### src/rtl/cirf_pkg.sv
// ***************************************************************
// custom instruction register file block: shared constants
// ***************************************************************
package cirf_pkg;

  // ***************************************************************
  // widths
  // ***************************************************************
  localparam int unsigned CIRF_DW = 32; // operand and result width
  localparam int unsigned CIRF_IW = 5; // register file index width
  localparam int unsigned CIRF_DEPTH = 32; // one entry per index value
  localparam int unsigned CIRF_NW = 2; // operation select width
  localparam int unsigned CIRF_AW = 4; // axi byte address width used

  // ***************************************************************
  // axi4-lite register map (byte addresses)
  // ***************************************************************
  localparam logic [CIRF_AW-1:0] CIRF_OFS_CTRL = 4'h0; // control
  localparam logic [CIRF_AW-1:0] CIRF_OFS_STATUS = 4'h4; // status
  localparam logic [CIRF_AW-1:0] CIRF_OFS_ACC = 4'h8; // accumulator
  localparam logic [CIRF_AW-1:0] CIRF_OFS_COUNT = 4'hc; // done count

  // control fields
  localparam int unsigned CIRF_CTRL_EXT_EN = 0; // enable external push
  localparam int unsigned CIRF_CTRL_ACC_CLR = 1; // clear acc, self clearing
  localparam logic [7:0] CIRF_CTRL_RST = 8'h01; // ext path on by default
  localparam logic [7:0] CIRF_CTRL_MASK = 8'h01; // stored control bits

  // status fields
  localparam int unsigned CIRF_STAT_BUSY = 0; // instruction under way
  localparam int unsigned CIRF_STAT_EXT = 1; // external word pending

  // axi responses
  localparam logic [1:0] CIRF_RESP_OKAY = 2'h0;
  localparam logic [1:0] CIRF_RESP_SLVERR = 2'h2;

  // reset value of data state and the count step
  localparam logic [CIRF_DW-1:0] CIRF_ZERO = 32'h0000_0000;
  localparam logic [CIRF_DW-1:0] CIRF_ONE = 32'h0000_0001;

  // ***************************************************************
  // operations selected by the n input
  // ***************************************************************
  localparam logic [CIRF_NW-1:0] CIRF_OP_MAC = 2'h0; // multiply into acc
  localparam logic [CIRF_NW-1:0] CIRF_OP_MOV = 2'h1; // pass operand a
  localparam logic [CIRF_NW-1:0] CIRF_OP_ACC = 2'h2; // read accumulator
  localparam logic [CIRF_NW-1:0] CIRF_OP_EXT = 2'h3; // push to external

  // ***************************************************************
  // sequencer states, one-hot
  // ***************************************************************
  typedef enum logic [3:0] {
    CIRF_S_IDLE = 4'b0001, // waiting for start
    CIRF_S_EXEC = 4'b0010, // operands ready, compute
    CIRF_S_XWAIT = 4'b0100, // waiting for external ready
    CIRF_S_DONE = 4'b1000 // done shown until a qualified edge
  } cirf_state_t;

endpackage : cirf_pkg

### src/rtl/cirf_top.sv
// The AXI4-Lite register port and the register offsets were chosen for this implementation.
`timescale 1ns/1ps
// Operation
// - readra low: operand a from entry a
// - writerc stores result into entry c
// - three 5-bit indexes pick entries
// - readrb low: operand a times datab into acc
// - readrb high: acc feeds multiplier; readable
// - extra ports reach top as external
// - external path pushes operand a to fifo
// - result driven with done, same clock
// - clk_en qualifies edges except the XWAIT exit; reset synchronous
// - external interface only on multi-cycle
module cirf_top (
  input wire logic aclk,
  input wire logic aresetn,
  // custom instruction port from the core alu
  input wire logic clk_en,
  input wire logic reset,
  input wire logic start,
  output logic done,
  input wire logic [cirf_pkg::CIRF_NW-1:0] n,
  input wire logic [cirf_pkg::CIRF_DW-1:0] dataa,
  input wire logic [cirf_pkg::CIRF_DW-1:0] datab,
  output logic [cirf_pkg::CIRF_DW-1:0] result,
  input wire logic readra,
  input wire logic readrb,
  input wire logic writerc,
  input wire logic [cirf_pkg::CIRF_IW-1:0] a,
  input wire logic [cirf_pkg::CIRF_IW-1:0] b,
  input wire logic [cirf_pkg::CIRF_IW-1:0] c,
  // external interface toward a fifo outside the core
  output logic ext_valid,
  input wire logic ext_ready,
  output logic [cirf_pkg::CIRF_DW-1:0] ext_data,
  // axi4-lite slave
  input wire logic [cirf_pkg::CIRF_AW-1:0] s_axi_awaddr,
  input wire logic s_axi_awvalid,
  output logic s_axi_awready,
  input wire logic [cirf_pkg::CIRF_DW-1:0] s_axi_wdata,
  input wire logic [3:0] s_axi_wstrb,
  input wire logic s_axi_wvalid,
  output logic s_axi_wready,
  output logic [1:0] s_axi_bresp,
  output logic s_axi_bvalid,
  input wire logic s_axi_bready,
  input wire logic [cirf_pkg::CIRF_AW-1:0] s_axi_araddr,
  input wire logic s_axi_arvalid,
  output logic s_axi_arready,
  output logic [cirf_pkg::CIRF_DW-1:0] s_axi_rdata,
  output logic [1:0] s_axi_rresp,
  output logic s_axi_rvalid,
  input wire logic s_axi_rready
);
  import cirf_pkg::*;

  // ***************************************************************
  // state of the block
  // ***************************************************************
  typedef struct packed {
    cirf_state_t st; // sequencer state
    logic [CIRF_DW-1:0] acc; // multiply-accumulate register
    logic [CIRF_DW-1:0] res; // result shown to the core
    logic done; // done flag shown to the core
    logic xv; // external word valid
    logic [CIRF_DW-1:0] xd; // external word
    logic [7:0] ctrl; // stored control bits
    logic [CIRF_DW-1:0] count; // completed instructions
    logic awv; // write address held
    logic [CIRF_AW-1:0] awaddr; // held write address
    logic wv; // write data held
    logic [CIRF_DW-1:0] wdata; // held write data
    logic [3:0] wstrb; // held write strobes
    logic bv; // write response pending
    logic [1:0] bresp; // write response code
    logic rv; // read response pending
    logic [CIRF_DW-1:0] rdata; // read response data
    logic [1:0] rresp; // read response code
  } cirf_regs_t;

  cirf_regs_t r_r;
  cirf_regs_t r_nxt;

  // register file wiring
  logic [CIRF_DW-1:0] rf_a; // entry a, registered read
  logic [CIRF_DW-1:0] rf_b; // entry b, registered read
  logic rf_we; // register file write strobe
  logic [CIRF_DW-1:0] rf_wd; // register file write data

  // operand and result paths
  logic [CIRF_DW-1:0] opa; // selected operand a
  logic [CIRF_DW-1:0] opb; // selected operand b
  logic [CIRF_DW-1:0] mul_b; // second multiplier input
  logic [2*CIRF_DW-1:0] prod; // full product
  logic [CIRF_DW-1:0] res_v; // result of this operation
  logic go_ext; // this instruction waits on the external path
  logic x_take; // external word taken this edge
  logic wr_fire; // axi write performed this cycle
  logic [CIRF_DW-1:0] rd_v; // axi read decode

  // ***************************************************************
  // internal register file
  // ***************************************************************
  // read ports follow a and b every edge; the core keeps them
  // stable from start on, so the entries are ready one edge later
  cirf_mem u_mem (
    .aclk(aclk),
    .we(rf_we),
    .waddr(c),
    .wdata(rf_wd),
    .raddr_a(a),
    .raddr_b(b),
    .rdata_a(rf_a),
    .rdata_b(rf_b)
  );

  // ***************************************************************
  // operand selection and arithmetic
  // ***************************************************************
  // flags and indexes are not latched: they stand until done
  always_comb begin
    // core word or internal entry, per flag
    opa = readra ? dataa : rf_a;
    opb = readrb ? datab : rf_b;
    // mac: readrb high loops the accumulator back in
    mul_b = readrb ? r_r.acc : datab;
    prod = {CIRF_ZERO, opa} * {CIRF_ZERO, mul_b};
    go_ext = (n == CIRF_OP_EXT) && r_r.ctrl[CIRF_CTRL_EXT_EN];
    unique case (n)
      CIRF_OP_MAC: res_v = prod[CIRF_DW-1:0];
      CIRF_OP_MOV: res_v = opa;
      CIRF_OP_ACC: res_v = r_r.acc;
      CIRF_OP_EXT: res_v = opb;
    endcase
  end

  // external handshake is plain valid/ready on aclk; the fifo
  // outside knows nothing of clk_en, so it is not qualified
  assign x_take = r_r.xv && ext_ready;

  // ***************************************************************
  // register file write strobe
  // ***************************************************************
  always_comb begin
    rf_wd = r_nxt.res;
    rf_we = 1'b0;
    if (!(reset && clk_en) && aresetn && writerc) begin
      // write lands in entry c together with done rising
      if (((r_r.st == CIRF_S_EXEC) && clk_en && !go_ext) ||
          ((r_r.st == CIRF_S_XWAIT) && x_take)) begin
        rf_we = 1'b1;
      end
    end
  end

  // ***************************************************************
  // axi read decode
  // ***************************************************************
  always_comb begin
    rd_v = CIRF_ZERO;
    unique case (s_axi_araddr)
      CIRF_OFS_CTRL: rd_v = {24'h00_0000, r_r.ctrl};
      CIRF_OFS_STATUS: begin
        rd_v[CIRF_STAT_BUSY] = (r_r.st != CIRF_S_IDLE);
        rd_v[CIRF_STAT_EXT] = r_r.xv;
      end
      CIRF_OFS_ACC: rd_v = r_r.acc;
      CIRF_OFS_COUNT: rd_v = r_r.count;
      default: rd_v = CIRF_ZERO;
    endcase
  end

  assign wr_fire = r_r.awv && r_r.wv && !r_r.bv;

  // ***************************************************************
  // next state
  // ***************************************************************
  always_comb begin
    r_nxt = r_r;

    // axi write address and data channels, either order
    if (s_axi_awvalid && s_axi_awready) begin
      r_nxt.awv = 1'b1;
      r_nxt.awaddr = s_axi_awaddr;
    end
    if (s_axi_wvalid && s_axi_wready) begin
      r_nxt.wv = 1'b1;
      r_nxt.wdata = s_axi_wdata;
      r_nxt.wstrb = s_axi_wstrb;
    end
    // response retires before a new one may be set
    if (r_r.bv && s_axi_bready) begin
      r_nxt.bv = 1'b0;
    end
    if (wr_fire) begin
      r_nxt.awv = 1'b0;
      r_nxt.wv = 1'b0;
      r_nxt.bv = 1'b1;
      r_nxt.bresp = CIRF_RESP_OKAY;
      unique case (r_r.awaddr)
        CIRF_OFS_CTRL: begin
          if (r_r.wstrb[0]) begin
            r_nxt.ctrl = r_r.wdata[7:0] & CIRF_CTRL_MASK;
            // clear only between instructions; mac update wins
            if (r_r.wdata[CIRF_CTRL_ACC_CLR] &&
                (r_r.st == CIRF_S_IDLE)) begin
              r_nxt.acc = CIRF_ZERO;
            end
          end
        end
        // status, acc and count take writes without effect
        CIRF_OFS_STATUS, CIRF_OFS_ACC, CIRF_OFS_COUNT: begin
          r_nxt.bresp = CIRF_RESP_OKAY;
        end
        default: r_nxt.bresp = CIRF_RESP_SLVERR;
      endcase
    end

    // axi read channel
    if (r_r.rv && s_axi_rready) begin
      r_nxt.rv = 1'b0;
    end
    if (s_axi_arvalid && s_axi_arready) begin
      r_nxt.rv = 1'b1;
      r_nxt.rdata = rd_v;
      r_nxt.rresp = CIRF_RESP_OKAY;
      unique case (s_axi_araddr)
        CIRF_OFS_CTRL, CIRF_OFS_STATUS,
        CIRF_OFS_ACC, CIRF_OFS_COUNT: r_nxt.rresp = CIRF_RESP_OKAY;
        default: r_nxt.rresp = CIRF_RESP_SLVERR;
      endcase
    end

    // external word leaves on its own handshake
    if (x_take) begin
      r_nxt.xv = 1'b0;
    end

    // instruction sequencer, every step but the XWAIT exit qualified by clk_en
    unique case (r_r.st)
      CIRF_S_IDLE: begin
        // start counts only on a qualified edge
        if (clk_en && start) begin
          r_nxt.st = CIRF_S_EXEC;
        end
      end
      CIRF_S_EXEC: begin
        if (clk_en) begin
          if (n == CIRF_OP_MAC) begin
            r_nxt.acc = prod[CIRF_DW-1:0];
          end
          if (go_ext) begin
            // only this multi-cycle sequencer reaches the port
            r_nxt.xv = 1'b1;
            r_nxt.xd = opa;
            r_nxt.st = CIRF_S_XWAIT;
          end else begin
            r_nxt.res = res_v;
            r_nxt.done = 1'b1;
            r_nxt.st = CIRF_S_DONE;
          end
        end
      end
      CIRF_S_XWAIT: begin
        // back-pressure from the fifo stretches the instruction
        // result waits for done so the core never sees it early
        if (x_take) begin
          r_nxt.res = res_v;
          r_nxt.done = 1'b1;
          r_nxt.st = CIRF_S_DONE;
        end
      end
      CIRF_S_DONE: begin
        // done and result stand until the core samples them
        if (clk_en) begin
          r_nxt.done = 1'b0;
          r_nxt.count = r_r.count + CIRF_ONE;
          r_nxt.st = CIRF_S_IDLE;
        end
      end
      default: r_nxt.st = CIRF_S_IDLE;
    endcase

    // core reset only when clk_en qualifies the edge
    if (reset && clk_en) begin
      r_nxt.st = CIRF_S_IDLE;
      r_nxt.done = 1'b0;
      r_nxt.acc = CIRF_ZERO;
      r_nxt.res = CIRF_ZERO;
      r_nxt.xv = 1'b0;
    end
  end

  // ***************************************************************
  // state register, synchronous active-low system reset
  // ***************************************************************
  always_ff @(posedge aclk) begin
    if (!aresetn) begin
      r_r.st <= CIRF_S_IDLE;
      r_r.acc <= CIRF_ZERO;
      r_r.res <= CIRF_ZERO;
      r_r.done <= 1'b0;
      r_r.xv <= 1'b0;
      r_r.xd <= CIRF_ZERO;
      r_r.ctrl <= CIRF_CTRL_RST;
      r_r.count <= CIRF_ZERO;
      r_r.awv <= 1'b0;
      r_r.awaddr <= '0;
      r_r.wv <= 1'b0;
      r_r.wdata <= CIRF_ZERO;
      r_r.wstrb <= 4'h0;
      r_r.bv <= 1'b0;
      r_r.bresp <= CIRF_RESP_OKAY;
      r_r.rv <= 1'b0;
      r_r.rdata <= CIRF_ZERO;
      r_r.rresp <= CIRF_RESP_OKAY;
    end else begin
      r_r <= r_nxt;
    end
  end

  // ***************************************************************
  // outputs
  // ***************************************************************
  assign done = r_r.done;
  assign result = r_r.res;
  assign ext_valid = r_r.xv;
  assign ext_data = r_r.xd;
  assign s_axi_awready = !r_r.awv && !r_r.bv;
  assign s_axi_wready = !r_r.wv && !r_r.bv;
  assign s_axi_bvalid = r_r.bv;
  assign s_axi_bresp = r_r.bresp;
  assign s_axi_arready = !r_r.rv;
  assign s_axi_rvalid = r_r.rv;
  assign s_axi_rdata = r_r.rdata;
  assign s_axi_rresp = r_r.rresp;

endmodule : cirf_top

### src/rtl/cirf_mem.sv
`timescale 1ns/1ps
// ***************************************************************
// internal register file: one write port, two registered reads
// ***************************************************************
module cirf_mem (
  input wire logic aclk,
  input wire logic we,
  input wire logic [cirf_pkg::CIRF_IW-1:0] waddr,
  input wire logic [cirf_pkg::CIRF_DW-1:0] wdata,
  input wire logic [cirf_pkg::CIRF_IW-1:0] raddr_a,
  input wire logic [cirf_pkg::CIRF_IW-1:0] raddr_b,
  output logic [cirf_pkg::CIRF_DW-1:0] rdata_a,
  output logic [cirf_pkg::CIRF_DW-1:0] rdata_b
);
  import cirf_pkg::*;

  // read data registers kept as one struct
  typedef struct packed {
    logic [CIRF_DW-1:0] rd_a; // read data, port a
    logic [CIRF_DW-1:0] rd_b; // read data, port b
  } cirf_mem_t;

  cirf_mem_t r;
  cirf_mem_t nxt;
  // storage has no reset: contents are defined only once written
  logic [CIRF_DW-1:0] mem [CIRF_DEPTH];

  // ***************************************************************
  // read path
  // ***************************************************************
  // old data on a same-cycle write: reads never see the new word
  always_comb begin
    nxt = r;
    nxt.rd_a = mem[raddr_a];
    nxt.rd_b = mem[raddr_b];
  end

  always_ff @(posedge aclk) begin
    r <= nxt;
  end

  // ***************************************************************
  // write path, one generate entry per index
  // ***************************************************************
  for (genvar i = 0; i < CIRF_DEPTH; i++) begin : g_ent
    always_ff @(posedge aclk) begin
      if (we && (waddr == CIRF_IW'(i))) begin
        mem[i] <= wdata;
      end
    end
  end

  assign rdata_a = r.rd_a;
  assign rdata_b = r.rd_b;

endmodule : cirf_mem

### config.mk
export PLATFORM = sky130hd
export DESIGN_NAME = cirf_top
export DESIGN_NICKNAME = d
export VERILOG_FILES = /design/src/rtl/cirf_pkg.sv /design/src/rtl/cirf_top.sv /design/src/rtl/cirf_mem.sv
export SDC_FILE = /design/constraint.sdc
export NUM_CORES = 2
export LEC_CHECK = 0
export BUFFER_PORTS_ARGS = -buffer_cell sky130_fd_sc_hd__buf_2
export CAP_MARGIN = 20
export CORE_ASPECT_RATIO = 0.7
export CORE_MARGIN = 8
export CORE_UTILIZATION = 35
export DETAILED_ROUTE_END_ITERATION = 10
export PLACE_DENSITY_LB_ADDON = 0.15
export SKIP_CTS_REPAIR_TIMING = 1
export SLEW_MARGIN = 10
export SYNTH_ARGS = -nofsm -noshare
export SYNTH_HDL_FRONTEND = slang
export SYNTH_SLANG_ARGS = --single-unit
### constraint.sdc
create_clock -name aclk -period 13.69 [get_ports aclk]
set_clock_uncertainty 0.2 [all_clocks]
set_input_delay 2.738 -clock aclk [delete_from_list [all_inputs] [get_ports aclk]]
set_output_delay 2.738 -clock aclk [all_outputs]
set_load 0.02 [all_outputs]
* After elaboration in Yosys (flattened, before gate mapping)
Memory sizes are Yosys's and may differ from the RTL's. A register that Yosys moved wholly into a read port is not among the register bits. Cells that the tools add are included.
Storage, ports and cells: register bits after elaboration 182, bits in latches 0, memory bits (writable) 1024, bits in read-only memories 0, input bits 139, output and inout port bits 107, word-level logic and storage cells 369, memories kept 1
Memories:
- u_mem.mem | words 32, bits a word 32, rd ports 2, clocked after memory_dff 2, write ports 1, RTL line cirf_mem.sv:26 | logic [CIRF_DW-1:0] mem [CIRF_DEPTH];
Cells by class: $add $sub $neg 1, multipliers 1, div/mod/pow operators 0, order comparisons 0, eq/ne operators 50, shift-type cells 0, mux-type cells 192, bitwise operators 1, reduce and logical (&&, ||, !) cells 105
Operators with widths (number):
- 32-bit two-way mux | 40
- 32-bit OR reduction | 31
- 5-bit two-way mux | 31
- 33-bit two-way mux | 4
- 32-bit case mux with 4 select lines | 1
- 102-bit two-way mux | 1
- 1-bit two-way mux | 101
- 5-bit equality test (second input constant) | 16
- 32-bit case mux with 2 select lines | 1
- 30-bit case mux with 2 select lines | 1
- 1-bit logical AND | 51
- 5-bit by 4-bit equality test with 1-bit output (second input constant) | 8
- 35-bit two-way mux | 1
- 34-bit two-way mux | 1
- 32-bit by 1-bit adder with 32-bit output (second input constant) | 1
- 32-bit by 32-bit multiplier with 32-bit output | 1
- 4-bit equality test (second input constant) | 5
- 5-bit by 3-bit equality test with 1-bit output (second input constant) | 4
- 4-bit two-way mux | 4
- 4-bit case mux with 4 select lines | 1
- 4-bit by 3-bit equality test with 1-bit output (second input constant) | 3
- 5-bit by 2-bit equality test with 1-bit output (second input constant) | 2
- 4-bit logical NOT | 2
- 2-bit != test (second input constant) | 4
- other kinds (24) | 35

* Depth between registers and ports, before layout
depth after elaboration 42, mapped depth 33, mapped depth without buffers 27

* Hierarchy
Synthesis repeated with hierarchy kept, for this count alone.
Second synthesis, totals: cell total of the unflattened synthesis 6349, area total of the unflattened synthesis 75341.0 um2
Modules (own cells, without submodules):
- cirf_mem | instances 1, cells each 3455, area each 50044.2 um2, seq. area each 32030.7 um2
- cirf_top | instances 1, cells each 2894, area each 25296.8 um2, seq. area each 3603.5 um2

* Least setup slack after synthesis
OpenSTA, ideal clock, no wires.
path kind input-to-reg, from in readrb, to mem u_mem.mem[0][31] (data pin), setup time 0.445 ns, arrival 11.419 ns, required time 13.045 ns, slack 1.626 ns, stages 29, path buffers 6, cells stage by stage buf_6 -> buf_6 -> buf_4 -> buf_2 -> buf_2 -> buf_1 -> mux2i_1 -> nor2_1 -> fa_1 -> inv_1 -> fa_1 -> fa_1 -> inv_1 -> fa_1 -> inv_1 -> fa_1 -> fa_1 -> fa_1 -> fa_1 -> xnor2_1 -> xnor2_1 -> xnor2_1 -> xnor2_1 -> xnor2_1 -> xnor3_1 -> xnor2_1 -> xnor2_1 -> a21oi_1 -> nor3_1
RTL lines:
- from (decl) | RTL line cirf_top.sv:27 | input wire logic readrb,
- to (decl) | RTL line cirf_mem.sv:26

==> out/results.ini <==
[run_status]
status = finished, final reports clean

[die]
die_area_um2 = 225000
initial_utilization_pct = 35.2
coreArea_um2 = 208000
die_w_um = 563
pin_count = 246
placementRows = 140
die_h_um = 399

[critical_path]
worstPathRequired_ns = 13.97
critPathCaptureType = flop
crit_type = input port to flop
rrSetupSlack_ns = 3.86
critPathLaunch = readra
start_kind = input port
r2r_cells = 24
reg2reg_from = r_r[188]
arrival_ns = 12.01
cp_max_fo = 33
rr_endpoint = u_mem.mem[20][23]

[power]
p_switching_mw = 6.55
switching_share_pct = 42.1
power_density_nw_per_um2 = 190
pwr-share-comb_pct = 49.9
p_leak_nw = 31.3
intPower_mw = 9.02
peakVddDrop_mv = 0.608
pwr-share-clk_pct = 23.3
sequentialPowerShare_pct = 26.8

[grt]
antenna_found_initial = 22
grtUsageTotal_pct = 23.1
grt_pass1_wl_um = 365000
grt_max_degree = 132
grt_overflow = 0
grt_pass1_vias = 45500

[timing]
slew_headroom_pct = 21.5
layout_min_cycle_time_ns = 11.73
fmax_ghz = 0.0853
drv_slew = 0
fin_crit_sh_pct = 85.7
setup_ws_ns = 1.96
worst_pin_slew_ns = 1.16
finalSetupViolations = 0
finalHoldViolCount = 0
timing.setup.tns_ns = 0
rsz0062_at_grt = no

[cells_and_area]
syn2layout_area_growth_pct = 11.9
instances_no_fill = 7881
fin_nets = 5680
layout_common_cells = 1,024 x edfxtp_1, 643 x mux4_2, 468 x nor2_1
drive_above_1_share_pct = 28.5
layout_commonest_cell = edfxtp_1

[synth]
async_flop_share_pct = 0
netlist_area_um2 = 73300
synth_top_area_share_pct = 42.0
avgSynthCellArea_um2 = 15.0
synthFlopType = edfxtp_1
synth_edf_count = 1024
ys_seq_area_share_pct = 48.6
ys_warn_count = 0
synth_cell_types = 65
synth-seq-cells = 1268
syn_inst = 4887
yosys-top-cells-area = edfxtp_1 42%, mux4_2 20%, fa_1 11%
yosysTopAreaCell = edfxtp_1

[routing]
wl_met2_um = 104000
route.met3.wl_um = 28900
vias = 45500
wl_met1_um = 125000
final_antenna_net_count = 0
drc = 0
drt_first_pass_iters = 6
wirelength_um = 263000
top_layer = met5
drt-initial-drc-count = 5767
viasPerCell = 5.77
wire_per_inst_um = 33.4

[placement]
gp_congestion = 0.971
dp_slack_ns = 1.40
hpwlAfterDp_um = 176000
portBuffers = 210
dp.cells = 7631

[flow_run]
cap_violations = 0

[hold_path]
hp-class = flop to flop
worstHoldPathCells = 2
min_from = r_r[42]
hold_path_end = r_r[112]

[clock_tree]
cts_tree = done
clock_latency_ns = 0.78
cts_num_sinks = 1268
cts_buffers = 138
clock-root-buffer = clkbuf_16
htreeDepth = 4
clk_pin_slew_worst_paths_ns = 0.06
cts.path.max_buffers = 4

[kinds of logic (layout without fill, tap and decap cells)]
group	count (synthesis)	count (layout)	share of synthesized area, %
adders and majority gates	532	532	13.3
xor gates and xnor gates	113	113	1.37
DFF	1268	1268	48.6
and+or+nand+nor	1004	1004	5.89
buffers and inverters	797	1011	4.73
muxes	865	865	23.1
AOI/OAI and AO/OA	307	307	2.99
other	1	12	0.00512
[metrics by stage]
stage / utilization [%] / power, mW / hold slack (ns) / area (µm²)
after floorplan: - / 8.89 / 0.241 / 73300
after global placement: 37.3 / 11.7 / 0.266 / 77600
after detailed placement: 37.3 / 11.7 / 0.268 / 77700
after CTS: 39.3 / 15.4 / 0.280 / 81900
after global routing: 39.4 / 16.3 / 0.304 / 82000
final: 39.4 / 15.6 / 0.274 / 82000
[how the worst max path moves through the flow]
stage                                   end  slack (ns)
final                     u_mem.mem[23][31]        1.96
after global routing      u_mem.mem[17][23]        1.62
after CTS                 u_mem.mem[15][23]        2.21
after detailed placement  u_mem.mem[23][23]        1.40
after global placement    u_mem.mem[20][23]        1.42
after floorplan            u_mem.mem[0][31]        1.63
[layout make-up]
class	instances	area, µm²
timing repair buffer	386	2540
inverter	392	1470
fill	19400	126000
clock inverter	48	439
multi-input combinational	2823	34600
clock buffer	185	3770
sequential	1268	35600
tap	2769	3460
antenna	10	25.0
[critical path: stages]
cell	delay, ns
buf_4	0.56
mux2i_2	0.85
buf_4	0.38
nor2_1	0.10
fa_1	0.49
fa_1	0.55
inv_1	0.06
fa_1	0.47
fa_1	0.53
fa_1	0.55
inv_1	0.06
fa_1	0.46
fa_1	0.51
fa_1	0.44
ha_1	0.37
and3_1	0.41
nand2_1	0.09
o21ai_0	0.19
a31oi_1	0.07
buf_4	0.21
o31ai_1	0.73
xnor2_1	0.23
a21oi_1	0.52
nor3_2	0.09
buf_4	0.27
[state kept, by name (all words and copies together), names as in the netlist, 32 cells and up]
signal / count
u_mem.mem: 1024
r_r: 78
ext_data: 32
result: 32
s_axi_rdata: 32
u_mem.rdata_a: 32
u_mem.rdata_b: 32
[cell usage after synthesis (all sizes together) (63+ instances only)]
cell type     n
nor2        507
mux2i       101
a21oi        63
xnor2        90
mux4        643
fa          408
dfxtp       244
edfxtp     1024
ha          124
nand2       284
mux2        121
inv         392
clkbuf      238
buf         167
[power groups by stage]
stage / registers (mW) / logic, mW / clock network [mW]
after floorplan: 4.23 / 4.66 / 0
after global placement: 4.26 / 7.49 / 0
final: 4.17 / 7.77 / 3.63
after CTS: 4.17 / 7.53 / 3.70
after global routing: 4.17 / 8.28 / 3.84
after detailed placement: 4.26 / 7.47 / 0
[layer usage]
metal	vias to the layer above	GRT usage [%]
li1	18300	-
met5	-	0.431
met1	24800	36.4
met3	265	7.50
met4	8	4.36
met2	2132	30.6
Power figures use the tool's default switching activity.
